`config.mk`:
```
export PLATFORM = sky130hd
export DESIGN_NAME = afc_host_ctrl
export DESIGN_NICKNAME = d
export VERILOG_FILES = /design/src/logic/afc_pkg.sv /design/src/logic/afc_host_ctrl.sv
export SDC_FILE = /design/constraint.sdc
export NUM_CORES = 1
export LEC_CHECK = 0
export BUFFER_PORTS_ARGS = -buffer_cell sky130_fd_sc_hd__buf_2
export CAP_MARGIN = 0
export CORE_MARGIN = 1
export CORE_UTILIZATION = 55
export DETAILED_ROUTE_END_ITERATION = 16
export PLACE_DENSITY_LB_ADDON = 0.2
export RECOVER_POWER = 25
export SLEW_MARGIN = 10
export SYNTH_ARGS = -nofsm -noshare
export SYNTH_HDL_FRONTEND = slang
export SYNTH_SLANG_ARGS = --single-unit
```
`constraint.sdc`:
```
create_clock -name ref_clk -period 3 [get_ports ref_clk]
set_input_delay 0.6 -clock ref_clk [delete_from_list [all_inputs] [get_ports ref_clk]]
set_output_delay 0.6 -clock ref_clk [all_outputs]
set_load 0.03 [all_outputs]
```
`src/logic/afc_pkg.sv`:
```
// Shared constants and types for the asynchronous flash command/status host controller.
// Assumes a 20 MHz ref_clk and an AXI4-Lite master with 32-bit data on the register side.
package afc_pkg;

	// ****************************************************************
	// Register map, byte addresses
	// ****************************************************************
	localparam logic [4:0] OFS_CTRL = 5'h00;
	localparam logic [4:0] OFS_CMD = 5'h04;
	localparam logic [4:0] OFS_ADDR = 5'h08;
	localparam logic [4:0] OFS_WDATA = 5'h0C;
	localparam logic [4:0] OFS_RDATA = 5'h10;
	localparam logic [4:0] OFS_STATUS = 5'h14;

	// ****************************************************************
	// Field positions
	// ****************************************************************
	localparam int CTRL_PDOWN = 0;
	localparam int CTRL_X16 = 1;
	localparam int CTRL_PULSE = 2;
	localparam int CTRL_DENS = 3;
	localparam int CTRL_SEL_ON = 5;
	localparam int CTRL_SEL_OFF = 8;
	localparam int CMD_WRITE = 0;
	localparam int CMD_SUSP = 1;
	localparam int STAT_BUSY = 0;
	localparam int STAT_STS = 1;
	localparam int STAT_SR7 = 2;
	localparam int STAT_RD_OK = 3;
	localparam int STAT_WR_OK = 4;
	localparam int STAT_PULSE_EV = 5;
	localparam int STAT_REFUSED = 6;

	// ****************************************************************
	// Reset values, address masks and AXI response codes
	// ****************************************************************
	localparam logic [2:0] SEL_ON_RST = 3'h0;
	localparam logic [2:0] SEL_OFF_RST = 3'h7;
	localparam logic [23:0] MASK_32M = 24'h3F_FFFF;
	localparam logic [23:0] MASK_64M = 24'h7F_FFFF;
	localparam logic [23:0] MASK_128M = 24'hFF_FFFF;
	localparam logic [1:0] RESP_OKAY = 2'h0;
	localparam logic [1:0] RESP_SLVERR = 2'h2;

	// ****************************************************************
	// Timing
	// ****************************************************************
	localparam int CLK_PERIOD_NS = 50;
	localparam int T_PHQV_NS = 1000;
	localparam int T_PHWL_NS = 1000;
	localparam int T_WP_NS = 100;
	localparam int T_ACC_NS = 150;
	localparam int SYNC_CYC = 2;
	localparam logic [7:0] PHQV_CYC = 8'((T_PHQV_NS + CLK_PERIOD_NS - 1) / CLK_PERIOD_NS);
	localparam logic [7:0] PHWL_CYC = 8'((T_PHWL_NS + CLK_PERIOD_NS - 1) / CLK_PERIOD_NS);
	localparam logic [7:0] WP_CYC = 8'((T_WP_NS + CLK_PERIOD_NS - 1) / CLK_PERIOD_NS);
	localparam logic [7:0] ACC_CYC = 8'((T_ACC_NS + CLK_PERIOD_NS - 1) / CLK_PERIOD_NS + SYNC_CYC);

	typedef enum logic [3:0] {
		ST_IDLE = 4'b0001,
		ST_SETUP = 4'b0010,
		ST_STROBE = 4'b0100,
		ST_HOLD = 4'b1000
	} afc_st_e;

	typedef struct packed {
		logic aw_have;
		logic [4:0] aw_addr;
		logic w_have;
		logic [31:0] w_data;
		logic [3:0] w_strb;
		logic bvalid;
		logic [1:0] bresp;
		logic rvalid;
		logic [1:0] rresp;
		logic [31:0] rdata_bus;
		logic pdown;
		logic x16;
		logic pulse;
		logic [1:0] dens;
		logic [2:0] sel_on;
		logic [2:0] sel_off;
		logic [23:0] addr;
		logic [15:0] wdata;
		logic [15:0] rdata;
		logic wr;
		logic susp;
		afc_st_e st;
		logic [7:0] cnt;
		logic [7:0] wake_cnt;
		logic sts_m;
		logic sts_s;
		logic sts_p;
		logic [15:0] dq_m;
		logic [15:0] dq_s;
		logic ev_pulse;
		logic ev_refused;
		logic [23:0] f_addr;
		logic [15:0] f_dq_o;
		logic [1:0] f_dq_oe;
		logic [2:0] f_ce;
		logic f_oe_n;
		logic f_we_n;
		logic f_rp_n;
		logic f_byte_n;
	} afc_state_s;

endpackage

```
`src/logic/afc_host_ctrl.sv`:
```
// Host-side controller that runs single read and write cycles on an asynchronous NOR flash.
// Assumes software on AXI4-Lite, flash pins wired directly, open-drain status pulled up outside.
`timescale 1ns/1ns
module afc_host_ctrl
	import afc_pkg::*;
(
	// Clock and reset
	input wire logic ref_clk,
	input wire logic nrst,
	// AXI4-Lite write address
	input wire logic s_axi_awvalid,
	output logic s_axi_awready,
	input wire logic [31:0] s_axi_awaddr,
	// AXI4-Lite write data
	input wire logic s_axi_wvalid,
	output logic s_axi_wready,
	input wire logic [31:0] s_axi_wdata,
	input wire logic [3:0] s_axi_wstrb,
	// AXI4-Lite write response
	output logic s_axi_bvalid,
	input wire logic s_axi_bready,
	output logic [1:0] s_axi_bresp,
	// AXI4-Lite read
	input wire logic s_axi_arvalid,
	output logic s_axi_arready,
	input wire logic [31:0] s_axi_araddr,
	output logic s_axi_rvalid,
	input wire logic s_axi_rready,
	output logic [31:0] s_axi_rdata,
	output logic [1:0] s_axi_rresp,
	// Flash pins
	output logic [23:0] word_address_inputs,
	input wire logic [15:0] data_lane_i,
	output logic [15:0] data_lane_o,
	output logic [1:0] data_lane_oe,
	output logic chip_select_0,
	output logic chip_select_1,
	output logic chip_select_2,
	output logic output_enable_n,
	output logic write_enable_n,
	output logic reset_powerdown_n,
	output logic width_select_n,
	input wire logic status_output_pin
);

	afc_state_s q;
	afc_state_s d;
	logic rd_ok;
	logic wr_ok;
	logic dev_busy;

	// ****************************************************************
	// Helpers
	// ****************************************************************
	function automatic logic [31:0] merge(input logic [31:0] old, input logic [31:0] nw,
		input logic [3:0] strb);
		logic [31:0] r;
		r = old;
		for (int i = 0; i < 4; i++) begin
			if (strb[i]) begin
				r[i*8 +: 8] = nw[i*8 +: 8];
			end
		end
		return r;
	endfunction

	function automatic logic [23:0] pin_addr(input logic [23:0] a, input logic x16,
		input logic [1:0] dens);
		logic [23:0] m;
		logic [23:0] p;
		unique case (dens)
			2'd0: m = MASK_32M;
			2'd1: m = MASK_64M;
			default: m = MASK_128M;
		endcase
		// Word mode shifts the word index up one place and leaves the byte select low
		p = x16 ? {a[22:0], 1'b0} : a;
		return p & m;
	endfunction

	assign rd_ok = q.wake_cnt >= PHQV_CYC;
	assign wr_ok = q.wake_cnt >= PHWL_CYC;
	// In pulse mode the pin no longer shows busy, so software must poll bit 7 itself
	assign dev_busy = !q.pulse && !q.sts_s;

	// ****************************************************************
	// Next state
	// ****************************************************************
	always_comb begin
		logic [31:0] cur;
		logic [31:0] nw;
		logic launch;
		logic refuse;
		cur = 32'h0000_0000;
		nw = 32'h0000_0000;
		launch = 1'b0;
		refuse = 1'b0;
		d = q;
		// Pin inputs pass two flops before anything looks at them
		d.sts_m = status_output_pin;
		d.sts_s = q.sts_m;
		d.sts_p = q.sts_s;
		d.dq_m = data_lane_i;
		d.dq_s = q.dq_m;
		if (!q.f_rp_n) begin
			d.wake_cnt = 8'h00;
		end else if (q.wake_cnt != 8'hFF) begin
			d.wake_cnt = q.wake_cnt + 8'h01;
		end

		// AXI write channel
		if (s_axi_bready && q.bvalid) begin
			d.bvalid = 1'b0;
		end
		if (s_axi_awvalid && !q.aw_have && !q.bvalid) begin
			d.aw_have = 1'b1;
			d.aw_addr = s_axi_awaddr[4:0];
		end
		if (s_axi_wvalid && !q.w_have && !q.bvalid) begin
			d.w_have = 1'b1;
			d.w_data = s_axi_wdata;
			d.w_strb = s_axi_wstrb;
		end
		if (q.aw_have && q.w_have && !q.bvalid) begin
			d.aw_have = 1'b0;
			d.w_have = 1'b0;
			d.bvalid = 1'b1;
			d.bresp = RESP_OKAY;
			unique case (q.aw_addr)
				OFS_CTRL: begin
					cur = {21'h00_0000, q.sel_off, q.sel_on, q.dens, q.pulse, q.x16, q.pdown};
					nw = merge(cur, q.w_data, q.w_strb);
					d.pdown = nw[CTRL_PDOWN];
					d.x16 = nw[CTRL_X16];
					d.pulse = nw[CTRL_PULSE];
					d.dens = nw[CTRL_DENS +: 2];
					d.sel_on = nw[CTRL_SEL_ON +: 3];
					d.sel_off = nw[CTRL_SEL_OFF +: 3];
				end
				OFS_ADDR: begin
					nw = merge({8'h00, q.addr}, q.w_data, q.w_strb);
					d.addr = nw[23:0];
				end
				OFS_WDATA: begin
					nw = merge({16'h0000, q.wdata}, q.w_data, q.w_strb);
					d.wdata = nw[15:0];
				end
				OFS_CMD: begin
					// Refuse cycles that the flash could not take safely
					refuse = q.st != ST_IDLE || q.pdown || !q.f_rp_n ||
						(q.w_data[CMD_WRITE] ? !wr_ok : !rd_ok) ||
						(q.w_data[CMD_WRITE] && !q.w_data[CMD_SUSP] && dev_busy);
					launch = !refuse;
					d.wr = q.w_data[CMD_WRITE];
					d.susp = q.w_data[CMD_SUSP];
				end
				OFS_STATUS: begin
					if (q.w_strb[0] && q.w_data[STAT_PULSE_EV]) begin
						d.ev_pulse = 1'b0;
					end
					if (q.w_strb[0] && q.w_data[STAT_REFUSED]) begin
						d.ev_refused = 1'b0;
					end
				end
				OFS_RDATA: begin
				end
				default: d.bresp = RESP_SLVERR;
			endcase
		end

		// AXI read channel
		if (s_axi_rready && q.rvalid) begin
			d.rvalid = 1'b0;
		end
		if (s_axi_arvalid && !q.rvalid) begin
			d.rvalid = 1'b1;
			d.rresp = RESP_OKAY;
			unique case (s_axi_araddr[4:0])
				OFS_CTRL: d.rdata_bus = {21'h00_0000, q.sel_off, q.sel_on, q.dens, q.pulse,
					q.x16, q.pdown};
				OFS_ADDR: d.rdata_bus = {8'h00, q.addr};
				OFS_WDATA: d.rdata_bus = {16'h0000, q.wdata};
				OFS_RDATA: d.rdata_bus = {16'h0000, q.rdata};
				OFS_STATUS: d.rdata_bus = {25'h000_0000, q.ev_refused, q.ev_pulse, wr_ok, rd_ok,
					q.rdata[7], q.sts_s, q.st != ST_IDLE};
				OFS_CMD: d.rdata_bus = 32'h0000_0000;
				default: begin
					d.rdata_bus = 32'h0000_0000;
					d.rresp = RESP_SLVERR;
				end
			endcase
		end

		// Flash cycle sequencer
		unique case (q.st)
			ST_IDLE: begin
				d.f_ce = q.sel_off;
				d.f_oe_n = 1'b1;
				d.f_we_n = 1'b1;
				d.f_dq_oe = 2'b00;
				d.f_rp_n = !q.pdown;
				d.f_byte_n = q.x16;
				if (launch) begin
					d.f_addr = pin_addr(q.addr, q.x16, q.dens);
					d.f_ce = q.sel_on;
					if (q.w_data[CMD_WRITE]) begin
						// Word mode drives both lanes, byte mode only the low one
						d.f_dq_o = q.x16 ? q.wdata : {8'h00, q.wdata[7:0]};
						d.f_dq_oe = q.x16 ? 2'b11 : 2'b01;
					end else begin
						d.f_oe_n = 1'b0;
					end
					d.st = ST_SETUP;
				end
			end
			ST_SETUP: begin
				if (q.wr) begin
					d.f_we_n = 1'b0;
					d.cnt = WP_CYC - 8'h01;
				end else begin
					d.cnt = ACC_CYC - 8'h01;
				end
				d.st = ST_STROBE;
			end
			ST_STROBE: begin
				if (q.cnt != 8'h00) begin
					d.cnt = q.cnt - 8'h01;
				end else begin
					if (q.wr) begin
						// Address and data stay put one more cycle past this rising edge
						d.f_we_n = 1'b1;
					end else begin
						d.rdata = q.x16 ? q.dq_s : {8'h00, q.dq_s[7:0]};
						d.f_oe_n = 1'b1;
					end
					d.st = ST_HOLD;
				end
			end
			ST_HOLD: begin
				d.f_ce = q.sel_off;
				d.f_dq_oe = 2'b00;
				d.st = ST_IDLE;
			end
			default: d.st = ST_IDLE;
		endcase

		// Sticky events; a new event beats a clear in the same cycle
		if (q.pulse && q.sts_s && !q.sts_p) begin
			d.ev_pulse = 1'b1;
		end
		if (refuse) begin
			d.ev_refused = 1'b1;
		end
	end

	always_ff @(posedge ref_clk) begin
		if (!nrst) begin
			q <= '0;
			q.sel_on <= SEL_ON_RST;
			q.sel_off <= SEL_OFF_RST;
			q.st <= ST_IDLE;
			q.sts_m <= 1'b1;
			q.sts_s <= 1'b1;
			q.sts_p <= 1'b1;
			q.f_ce <= SEL_OFF_RST;
			q.f_oe_n <= 1'b1;
			q.f_we_n <= 1'b1;
			q.f_rp_n <= 1'b0;
		end else begin
			q <= d;
		end
	end

	// ****************************************************************
	// Outputs
	// ****************************************************************
	assign s_axi_awready = !q.aw_have && !q.bvalid;
	assign s_axi_wready = !q.w_have && !q.bvalid;
	assign s_axi_bvalid = q.bvalid;
	assign s_axi_bresp = q.bresp;
	assign s_axi_arready = !q.rvalid;
	assign s_axi_rvalid = q.rvalid;
	assign s_axi_rdata = q.rdata_bus;
	assign s_axi_rresp = q.rresp;
	assign word_address_inputs = q.f_addr;
	assign data_lane_o = q.f_dq_o;
	assign data_lane_oe = q.f_dq_oe;
	assign chip_select_0 = q.f_ce[0];
	assign chip_select_1 = q.f_ce[1];
	assign chip_select_2 = q.f_ce[2];
	assign output_enable_n = q.f_oe_n;
	assign write_enable_n = q.f_we_n;
	assign reset_powerdown_n = q.f_rp_n;
	assign width_select_n = q.f_byte_n;
endmodule // afc_host_ctrl

```
After elaboration in Yosys (flattened, before gate mapping)
Cells that the tools add are included.
Word-level totals
  logic and storage cells: 182
  memories: 0
  bits in read-only memories: 0
  output and inout bits: 90
  flip-flop bits (word level): 246
  bits in latches: 0
  bits in writable memories: 0
Operators by class
  reductions and logical operators: 71
  shifts and indexed selects: 0
  $lt $le $gt $ge: 1
  mux-type cells: 40
  eq/ne operators: 23
  $add $sub $neg: 2
  multipliers: 0
  bitwise gates (word level): 4
  div/mod/pow operators: 0
Operators by type and width (count)
  $pmux W24 S5: 1
  $mux W24: 3
  $pmux W24 S2: 1
  $reduce_and A3 Y1: 12
  $mux W35: 1
  $mux W16: 2
  $and A24 B24 Y24: 1
  $reduce_bool A2 Y1: 11
  $eq A5 B4 Y1 const B: 4
  $eq A5 B5 Y1 const B: 4
  $logic_and A1 B1 Y1: 18
  $pmux W8 S2: 1
  $mux W1: 14
  $mux W2: 7
  $logic_not A1 Y1: 12
  $ne A2 B2 Y1 const B: 6
  $pmux W4 S3: 1
  $reduce_or A6 Y1: 2
  $eq A5 B3 Y1 const B: 2
  $logic_not A5 Y1: 2
  $pmux W5 S2: 1
  $reduce_and A2 Y1: 5
  $add A8 B1 Y8 const B: 1
  $ge A8 B5 Y1 const B: 1
  21 further kinds: 28

Longest topological paths before layout
Gate-level depths: netlist of the first run.
  word-level depth: 11
  gate-level depth with buffers: 9
  mapped depth without buffers: 6

Least setup slack after synthesis of the first run
No wires, ideal clock.
  path type: input to register
  from: input port s_axi_araddr[4]
  to: register q (netlist bit s_axi_rdata[13])
  setup slack: 839 ps
  arrival: 2085 ps
  required time: 2924 ps
  library setup time: 76 ps
  path buffers: 2
  stages: 6
  path through: clkbuf_1 -> nor4b_2 -> and2_1 -> clkbuf_1 -> a222oi_1 -> o21ai_0
Between the ends
  longest elaborated chain between the ends: 2
  elaborated cells on any way between the ends: 6
  those cells by class: 4 x eq/ne; 1 x mux; 1 x reduce/logical
RTL lines
  start: declaration: RTL line afc_host_ctrl.sv:26  | input wire logic [31:0] s_axi_araddr,
  $eq A5 B5 Y1 (tied with other cells): RTL line afc_host_ctrl.sv:178  | unique case (s_axi_araddr[4:0])
  $pmux W24 S5 (*): RTL line afc_host_ctrl.sv:178
  end: declaration: RTL line afc_host_ctrl.sv:46  | afc_state_s q;
Mark *: on every way between the ends. The rest lies on a longest branch, timed or not.
A chain may end at the register's enable or synchronous reset.

==> impl_metrics.py, run 1 <==
metrics = {
    "run_status": {
        "outcome": "complete, no violations",
    },
    "synth": {
        "synth_top_cell_by_area": "dfxtp_1",
        "ys_seq_elements": 236,
        "synth_edf_count": 0,
        "postSynthCellCount": 1131,
        "synth_area_um2": 10100,
        "synth-warning-count": 0,
        "ys_seq_area_share_pct": 46.9,
        "syn_avg_cell_area_um2": 8.91,
        "synthFlopType": "dfxtp_1",
        "synth_area_leaders": "dfxtp_1 47%, mux2i_1 8.0%, buf_4 6.0%",
        "yosysUniqueCellTypes": 63,
        "synthArstFlopShare_pct": 0,
        "synth_top_area_share_pct": 46.9,
    },
    "setup_path": {
        "cpPeakStageDelay_ns": 0.86,
        "worstPathArrival_ns": 2.88,
        "crit_chain": "clkbuf_1 -> clkinvlp_2 -> nor2_1 -> nand2_1 -> o21ai_0",
        "critPathLaunchType": "input port",
        "critPathCaptureType": "flop",
        "worstPathRequired_ns": 3.42,
        "crit_fanout": 24,
        "critPathKind": "input port to flop",
        "critical_path.slowest_cell": "nor2_1",
    },
    "global_routing": {
        "gr-usage-met1_pct": 37.1,
        "grt_overflow_total": 0,
        "grt_use_met3_pct": 3.20,
        "grt_first_pass_wirelength_mm": 36.7,
        "busiest_layer": "met2",
        "use_met2_pct": 37.2,
        "antenna_found_initial": 0,
        "grt_util_all_layers_pct": 24.8,
        "grt_pass1_vias": 7011,
        "grt_max_degree": 68,
    },
    "clock_network": {
        "cts.clk_slew.worst_paths_ns": 0.06,
        "cts_resized": 0,
        "clock_latency_ns": 0.52,
        "htreeDepth": 1,
        "cts_tree": "yes",
        "clockBufferDepth": 3,
        "ctsHoldBuffers": 0,
        "post-cts-setup-buffer-count": 0,
        "cts_root_buf": "clkbuf_16",
        "cts.sinks": 236,
        "cts_buffers": 25,
    },
    "die": {
        "core-area_um2": 18000,
        "die_x_um": 137,
        "start_util_pct": 56.1,
        "die_area_um2": 18900,
        "fp-row-count": 49,
        "chipHeight_um": 137,
        "io-pin-count": 214,
    },
    "sta": {
        "hold_violations": 0,
        "setup_tns_ns": 0,
        "setup_viol": 0,
        "rsz0062_at_grt": "no",
        "slew_headroom_pct": 6.07,
        "finalClockSkew_ns": 0.0141,
        "drv_slew": 0,
        "period_minus_slack_ns": 2.46,
        "tightest_slew_ns": 1.41,
        "fin_crit_sh_pct": 81.9,
        "max_freq_ghz": 0.407,
    },
    "pwr": {
        "p_per_area_nw_per_um2": 601,
        "irDropWorstVdd_v": 0.000458,
        "power_leakage_nw": 4.52,
        "power_mw": 6.71,
    },
    "place": {
        "place.gp.congestion": 0.874,
        "numPortBuffers": 140,
        "dpl.hpwl_mm": 16.6,
    },
    "layout": {
        "drive_gt1_share_pct": 19.8,
        "nets": 1301,
        "area_delta_synth_final_pct": 10.8,
        "final_cell_mix": "236 x dfxtp_1, 140 x buf_2, 133 x nand2_1, 97 x nor2_1, 96 x a21oi_1",
        "final_core_util_pct": 62.2,
        "n_antenna_cell": 0,
        "num-fill-cells": 1546,
        "final_common_cell": "dfxtp_1",
    },
    "routing": {
        "dr_total_vias": 7963,
        "drt-wirelength-per-cell_um": 16.9,
        "ant_nets": 0,
        "via_per_inst": 5.61,
        "drt-total-wl_mm": 24.0,
        "drtPass1Iterations": 8,
        "drt_iter0_drc": 522,
        "remaining_drc_errors": 0,
    },
    "worst_hold_path": {
        "holdCritPathClass": "input port to flop",
    },
    "flow_run": {
        "max_cap_violations": 0,
    },
}
registers in the layout (all words and copies together), names as in the netlist:
| signal | count |
|---|---|
| width_select_n | 1 |
| chip_select_2 | 1 |
| data_lane_oe | 2 |
| d | 18 |
| data_lane_o | 16 |
| s_axi_bvalid | 1 |
| s_axi_bresp | 1 |
| s_axi_rdata | 24 |
| chip_select_1 | 1 |
| s_axi_rresp | 1 |
| chip_select_0 | 1 |
| output_enable_n | 1 |
| reset_powerdown_n | 1 |
| word_address_inputs | 24 |
| s_axi_rvalid | 1 |
| q | 141 |
| write_enable_n | 1 |
worst paths after layout:
check / slack [ns] / depth (start not counted) / start / end
min: 0.26 / 2 / s_axi_rready / s_axi_rvalid
max: 0.54 / 5 / nrst / s_axi_rdata[12]
min reg2reg: 0.41 / 1 / d[84] / d[83]
max reg2reg: 0.66 / 4 / q[102] / word_address_inputs[16]
metrics by stage:
| step | hold WS [ns] | setup slack, ns | area, um2 | std cells |
|---|---|---|---|---|
| after floorplan | 0.386 | 0.839 | 10100 | 1140 |
| after global placement | 0.402 | 0.662 | 10300 | 1375 |
| after detailed placement | 0.406 | 0.657 | 10300 | 1375 |
| after CTS | 0.248 | 0.685 | 11200 | 1420 |
| after global routing | 0.258 | 0.317 | 11200 | 1420 |
| final | 0.261 | 0.542 | 11200 | 1420 |
worst max-delay path: cells and delay by family:
| kind | cells | cell delay, ns |
|---|---|---|
| buffers and inverters | 2 | 1.16 |
| AND/OR/NAND/NOR | 2 | 1.00 |
| AO/OA/AOI/OAI | 1 | 0.12 |
cells by family (layout without fill, tap and decap cells):
group | after synthesis | after routing | share of synthesized area (%)
multiplexers | 102 | 102 | 10.4
flip-flops | 236 | 236 | 46.9
AO/OA/AOI/OAI | 197 | 197 | 11.7
adder cells (fa/ha/maj) | 4 | 4 | 0.496
AND/OR/NAND/NOR | 413 | 413 | 20.1
XOR/XNOR | 7 | 7 | 0.608
buffers and inverters | 171 | 222 | 9.83
other | 1 | 10 | 0.0372
layout make-up:
| class | instances | area, um2 | share of cell area (%) |
|---|---|---|---|
| repair buffers | 162 | 850 | 7.61 |
| well taps | 229 | 287 | 2.57 |
| clock inverters | 14 | 160 | 1.43 |
| inverters | 15 | 57.6 | 0.515 |
| flip-flops and latches | 236 | 4720 | 42.3 |
| clock buffers | 31 | 678 | 6.07 |
| multi-input cells | 733 | 4410 | 39.5 |
cells in the mapped netlist, drive strengths merged (4+ instances only):
library cell and n:
a2111oi 5, a211oi 5, a21oi 96, a221oi 10, a222oi 5, a22o 4
and2 37, buf 99, clkbuf 57, dfxtp 236, ha 4, inv 14
mux2 21, mux2i 81, nand2 133, nand2b 5, nand3 72, nand4 10
nor2 98, nor3 14, nor3b 5, nor4 5, nor4b 7, o2111ai 4
o21a 4, o21ai 48, or4 4, or4b 4, xor2 5
layer usage:
layer / routed length, um / share of wire, %
met1: 11700 / 49
met2: 10400 / 43
met3: 1490 / 6.2
met4: 440 / 1.8
met5: 0 / 0
power by group:
| group | internal [mW] | switching [mW] | total (mW) |
|---|---|---|---|
| Clock | 1.87 | 1.25 | 3.12 |
| Combinational | 0.109 | 0.234 | 0.344 |
| Sequential | 3.20 | 0.0538 | 3.25 |
(Power assumes the default switching activity.)
==> run 2, diff against run 1 <==
- CORE_UTILIZATION: 55 -> 49
- clock period: 3 -> 2.1 ns (I/O delays scaled with it)
==> run 2 against run 1 <==
Compared with the run above: clock skew up 0.013 ns; sequential cell count stayed put; die area grew 12%; critical endpoint is now q[118].
==> impl_metrics.py, run 2 (synthesis results as in run 1) <==
metrics = {
    "run_status": {
        "outcome": "complete, no violations",
    },
    "routing": {
        "remaining_drc_errors": 0,
        "ant_nets": 0,
        "drt-total-wl_mm": 24.6,
        "drt_iter0_drc": 502,
        "drt-wirelength-per-cell_um": 16.6,
        "via_per_inst": 5.38,
        "drtPass1Iterations": 8,
        "dr_total_vias": 7995,
    },
    "sta": {
        "setup_tns_ns": 0,
        "drv_slew": 0,
        "fin_crit_sh_pct": 95.9,
        "setup_slack_ns": 0.0855,
        "slew_headroom_pct": 20.8,
        "setup_viol": 0,
        "period_minus_slack_ns": 2.01,
        "finalClockSkew_ns": 0.0272,
        "max_freq_ghz": 0.496,
        "hold_violations": 0,
        "rsz0062_at_grt": "no",
        "tightest_slew_ns": 1.19,
        "fin_hold_ws_ns": 0.0713,
    },
    "global_routing": {
        "grt_overflow_total": 0,
        "busiest_layer": "met2",
        "grt_max_degree": 66,
        "use_met2_pct": 37.0,
        "grt_use_met3_pct": 3.13,
        "grt_first_pass_wirelength_mm": 39.1,
        "grt_pass1_vias": 7346,
        "grt_util_all_layers_pct": 23.0,
        "antenna_found_initial": 0,
        "gr-usage-met1_pct": 32.6,
    },
    "layout": {
        "n_antenna_cell": 0,
        "top_register": "q",
        "area_delta_synth_final_pct": 13.4,
        "drive_gt1_share_pct": 21.2,
        "final_area_um2": 11400,
        "final_cell_mix": "236 x dfxtp_1, 138 x buf_2, 133 x nand2_1, 97 x nor2_1, 96 x a21oi_1",
        "seqCellArea_um2": 4720,
        "nets": 1334,
        "multi_input_area_um2": 4420,
        "largest_reg_flops": 141,
        "num-fill-cells": 1881,
        "final_common_cell": "dfxtp_1",
    },
    "clock_network": {
        "cts_buffers": 24,
        "htreeDepth": 1,
        "cts.clk_slew.worst_paths_ns": 0.06,
        "cts.sinks": 236,
        "cts_root_buf": "clkbuf_16",
        "clockBufferDepth": 3,
        "cts_tree": "yes",
        "clock_latency_ns": 0.53,
        "ctsHoldBuffers": 0,
    },
    "setup_path": {
        "cpPeakStageDelay_ns": 0.68,
        "critical_path.slowest_cell": "or4_1",
        "worstPathArrival_ns": 2.40,
        "worstPathRequired_ns": 2.49,
        "crit_buf_inv": 0,
        "critPathCaptureType": "flop",
        "crit_chain": "or4_1 -> or4_4 -> nand2_1 -> a21oi_1",
        "critPathLaunchType": "flop",
        "cp_top_family": "simple AND/OR/NAND/NOR gates",
        "crit_fanout": 16,
        "critPathKind": "flop to flop",
    },
    "die": {
        "fp-row-count": 52,
        "chipHeight_um": 145,
        "io-pin-count": 214,
        "die_area_um2": 21200,
        "start_util_pct": 50.0,
        "core-area_um2": 20200,
        "die_x_um": 145,
    },
    "place": {
        "numPortBuffers": 140,
        "place.gp.congestion": 0.838,
        "dpl.hpwl_mm": 17.6,
        "preCtsSetupSlack_ns": 0.127,
        "dpl_cell_area_um2": 10700,
    },
    "pwr": {
        "p_per_area_nw_per_um2": 817,
        "seq_power_share_pct": 49.7,
        "p_int_mw": 7.24,
        "power_mw": 9.34,
        "swShare_pct": 22.4,
        "pwr-share-comb_pct": 5.7,
        "irDropWorstVdd_v": 0.000506,
        "p_switching_mw": 2.09,
        "power.share.clock_pct": 44.6,
        "power_leakage_nw": 4.66,
    },
    "flow_run": {
        "max_cap_violations": 0,
    },
    "worst_hold_path": {
        "holdCritPathClass": "input port to flop",
    },
}
-- run 2: cell types whose count changed in the layout (fill, tap and decap cells not counted), sizes merged --
cell	previous run	this run
clkinv	7	3
clkinvlp	4	0
bufinv	3	2
clkbuf	36	40
buf	157	188
-- run 2: final timing paths --
path / to / cells past startpoint / startpoint / slack (ns)
hold / removal: s_axi_rvalid / 2 / s_axi_rready / 0.07
setup / recovery: q[118] / 4 / q[96] / 0.09
setup reg to reg: q[118] / 4 / q[96] / 0.09
hold reg to reg: d[83] / 1 / d[84] / 0.41
-- run 2: layout make-up --
cell class	instances	share of cell area (%)
flip-flops and latches	236	41.3
multi-input cells	733	38.6
repair buffers	196	9.96
clock buffers	32	5.96
well taps	270	2.95
clock inverters	5	0.657
inverters	15	0.514
-- run 2: per-layer routing --
layer,wire length [um],vias to the layer above
met5,0,-
met4,407,0
met3,1450,26
met2,11000,270
met1,11800,3725
li1,-,3974
-- run 2: worst register-to-register path, cell delays in order (launching register included) --
cell and delay (ns):
dfxtp_1 0.35, or4_1 0.69, or4_4 0.66, nand2_1 0.12
a21oi_1 0.07
-- run 2: timing repair --
item / 4_1_cts / 5_1_grt
resized for setup: 0 / 2
hold endpoints to repair: 0 / 0
endpoints found under the setup margin: 0 / 6
buffers inserted: 0 / 2
-- run 2: metrics by stage --
| step | instances | util, % |
|---|---|---|
| after global placement | 1448 | 53.0 |
| after global routing | 1487 | 56.7 |
| after detailed placement | 1448 | 53.0 |
| after CTS | 1485 | 56.7 |
| after floorplan | 1140 | - |
| final | 1487 | 56.7 |
-- run 2: power groups by stage --
stage	clock, mW	combinational, mW	sequential, mW
4_1_cts	4.24	0.541	4.64
6_report	4.17	0.531	4.64
5_1_grt	4.44	0.582	4.65
2_1_floorplan	0	0.353	4.72
3_5_place_dp	0	0.539	4.74
3_3_place_gp	0	0.535	4.74
==> run 3, diff against run 2 <==
- BUFFER_PORTS_ARGS: -buffer_cell sky130_fd_sc_hd__buf_2 -> -buffer_cell sky130_fd_sc_hd__clkbuf_2
- CAP_MARGIN: 0 -> 5
==> run 3 against run 2 <==
Compared with the run above: combinational power about the same; critical path type unchanged; power up 3.3%; via count rose by 0.30%; clock skew decreased by 0.0085 ns; sequential cell count stayed put.
==> impl_metrics.py, run 3 (synthesis results as in run 1) <==
metrics = {
    "sta": {
        "finalClockSkew_ns": 0.0187,
        "rsz0062_at_grt": "no",
        "hold_violations": 0,
        "period_minus_slack_ns": 2.06,
        "fin_hold_ws_ns": 0.0859,
        "setup_viol": 0,
        "setup_tns_ns": 0,
        "fin_crit_sh_pct": 98.0,
        "drv_slew": 0,
        "slew_headroom_pct": 34.0,
        "max_freq_ghz": 0.486,
        "tightest_slew_ns": 0.991,
    },
    "die": {
        "fp-row-count": 52,
        "core-area_um2": 20200,
        "io-pin-count": 214,
        "chipHeight_um": 145,
        "die_x_um": 145,
        "die_area_um2": 21200,
        "start_util_pct": 50.0,
    },
    "place": {
        "place.gp.congestion": 0.889,
        "dpl.hpwl_mm": 17.6,
        "numPortBuffers": 140,
        "placedCellCount": 1453,
    },
    "layout": {
        "largest_reg_flops": 141,
        "final_common_cell": "dfxtp_1",
        "instances_no_fill": 1499,
        "drive_gt1_share_pct": 21.9,
        "top_register": "q",
        "nets": 1338,
        "final_cell_mix": "236 x dfxtp_1, 135 x clkbuf_2, 133 x nand2_1, 97 x nor2_1, 96 x a21oi_1",
        "area_delta_synth_final_pct": 14.7,
        "n_antenna_cell": 0,
    },
    "setup_path": {
        "crit_top_cell": "buf_4",
        "crit_fanout": 16,
        "critPathCaptureType": "flop",
        "cp_top_family": "simple AND/OR/NAND/NOR gates",
        "worstPathRequired_ns": 2.53,
        "worstPathArrival_ns": 2.49,
        "critical_path.slowest_cell": "nor4bb_1",
        "critPathKind": "flop to flop",
        "cpPeakStageDelay_ns": 0.41,
        "crit_chain": "buf_4 -> nor4bb_1 -> buf_4 -> and2_1 -> and4_1 -> buf_12 -> mux2i_1",
        "crit_buf_inv": 3,
        "critPathLaunchType": "flop",
    },
    "routing": {
        "drtPass1Iterations": 8,
        "via_per_inst": 5.35,
        "ant_nets": 0,
        "drt-total-wl_mm": 24.7,
        "drt_iter0_drc": 582,
        "drt-wirelength-per-cell_um": 16.5,
        "remaining_drc_errors": 0,
        "dr_total_vias": 8019,
    },
    "clock_network": {
        "cts.clk_slew.worst_paths_ns": 0.06,
        "cts.sinks": 236,
        "post-cts-setup-buffer-count": 0,
        "ctsHoldBuffers": 0,
        "clockBufferDepth": 3,
        "cts_root_buf": "clkbuf_16",
        "cts_tree": "yes",
        "cts_buffers": 25,
        "clock_latency_ns": 0.52,
        "htreeDepth": 1,
    },
    "global_routing": {
        "antenna_found_initial": 0,
        "grt_util_all_layers_pct": 23.0,
        "grt_pass1_vias": 7263,
        "grt_max_degree": 89,
        "grt_first_pass_wirelength_mm": 39.3,
        "grt_overflow_total": 0,
    },
    "flow_run": {
        "max_cap_violations": 0,
    },
    "pwr": {
        "power_leakage_nw": 4.67,
        "p_per_area_nw_per_um2": 834,
        "irDropWorstVdd_v": 0.000586,
    },
    "run_status": {
        "outcome": "complete, no violations",
    },
    "worst_hold_path": {
        "holdCritPathClass": "input port to flop",
    },
}
-- run 3: changes by cell type in the layout (fill, tap and decap cells not counted), sizes merged --
cell      change
buf         -133
clkinvlp      +4
inv           +1
clkinv        +2
clkbuf      +138
-- run 3: timing repair --
item / CTS / global route
endpoints found under the setup margin: 0 / 11
hold endpoints to repair: 0 / 0
resized for setup: 0 / 3
-- run 3: stage by stage --
stage / setup WS [ns] / util (%) / power (mW) / cell area, um2
finish: 0.0420 / 57.3 / 9.65 / 11600
detailed placement: 0.131 / 53.2 / 5.27 / 10700
global route: 0.00406 / 57.3 / 10.0 / 11600
CTS: 0.0548 / 57.4 / 9.72 / 11600
floorplan: 0.0242 / - / 5.07 / 10100
global placement: 0.111 / 53.2 / 5.27 / 10700
-- run 3: area by class of cell --
cell class                      instances  area, um2
Timing Repair Buffer                  199       1170
Tap cell                              270        338
Fill cell                            1847       8610
Clock inverter                         12        125
Inverter                               15       57.6
Sequential cell                       236       4720
Multi-Input combinational cell        733       4420
Clock buffer                           34        729
-- run 3: layer usage --
layer	vias to the layer above	wire, um	global-route usage [%]
met1	3740	11800	33.5
met4	0	446	5.53
met3	33	1470	3.26
met5	-	0	0
li1	3998	-	-
met2	248	11000	36.0
-- run 3: power by group --
group	total (mW)	internal (mW)	leakage [nW]	switching, mW
combinational	0.534	0.182	2.33	0.352
sequential	4.64	4.57	1.92	0.0666
clock	4.48	2.69	0.418	1.79
total	9.65	7.44	4.67	2.21
-- run 3: path summary, 6_finish.rpt --
kind	endpoint	depth (start not counted)	start	slack, ns
worst max-delay path	data_lane_o[8]	7	q[254]	0.04
worst min-delay path	s_axi_rvalid	2	s_axi_rready	0.09
worst max register to register	data_lane_o[8]	7	q[254]	0.04
worst min register to register	d[83]	1	d[84]	0.42
-- run 3: worst register-to-register path, cell delays in order, from the launching register on --
cell      delay, ns
dfxtp_1        0.31
buf_4          0.15
nor4bb_1       0.41
buf_4          0.20
and2_1         0.20
and4_1         0.26
buf_12         0.19
mux2i_1        0.24
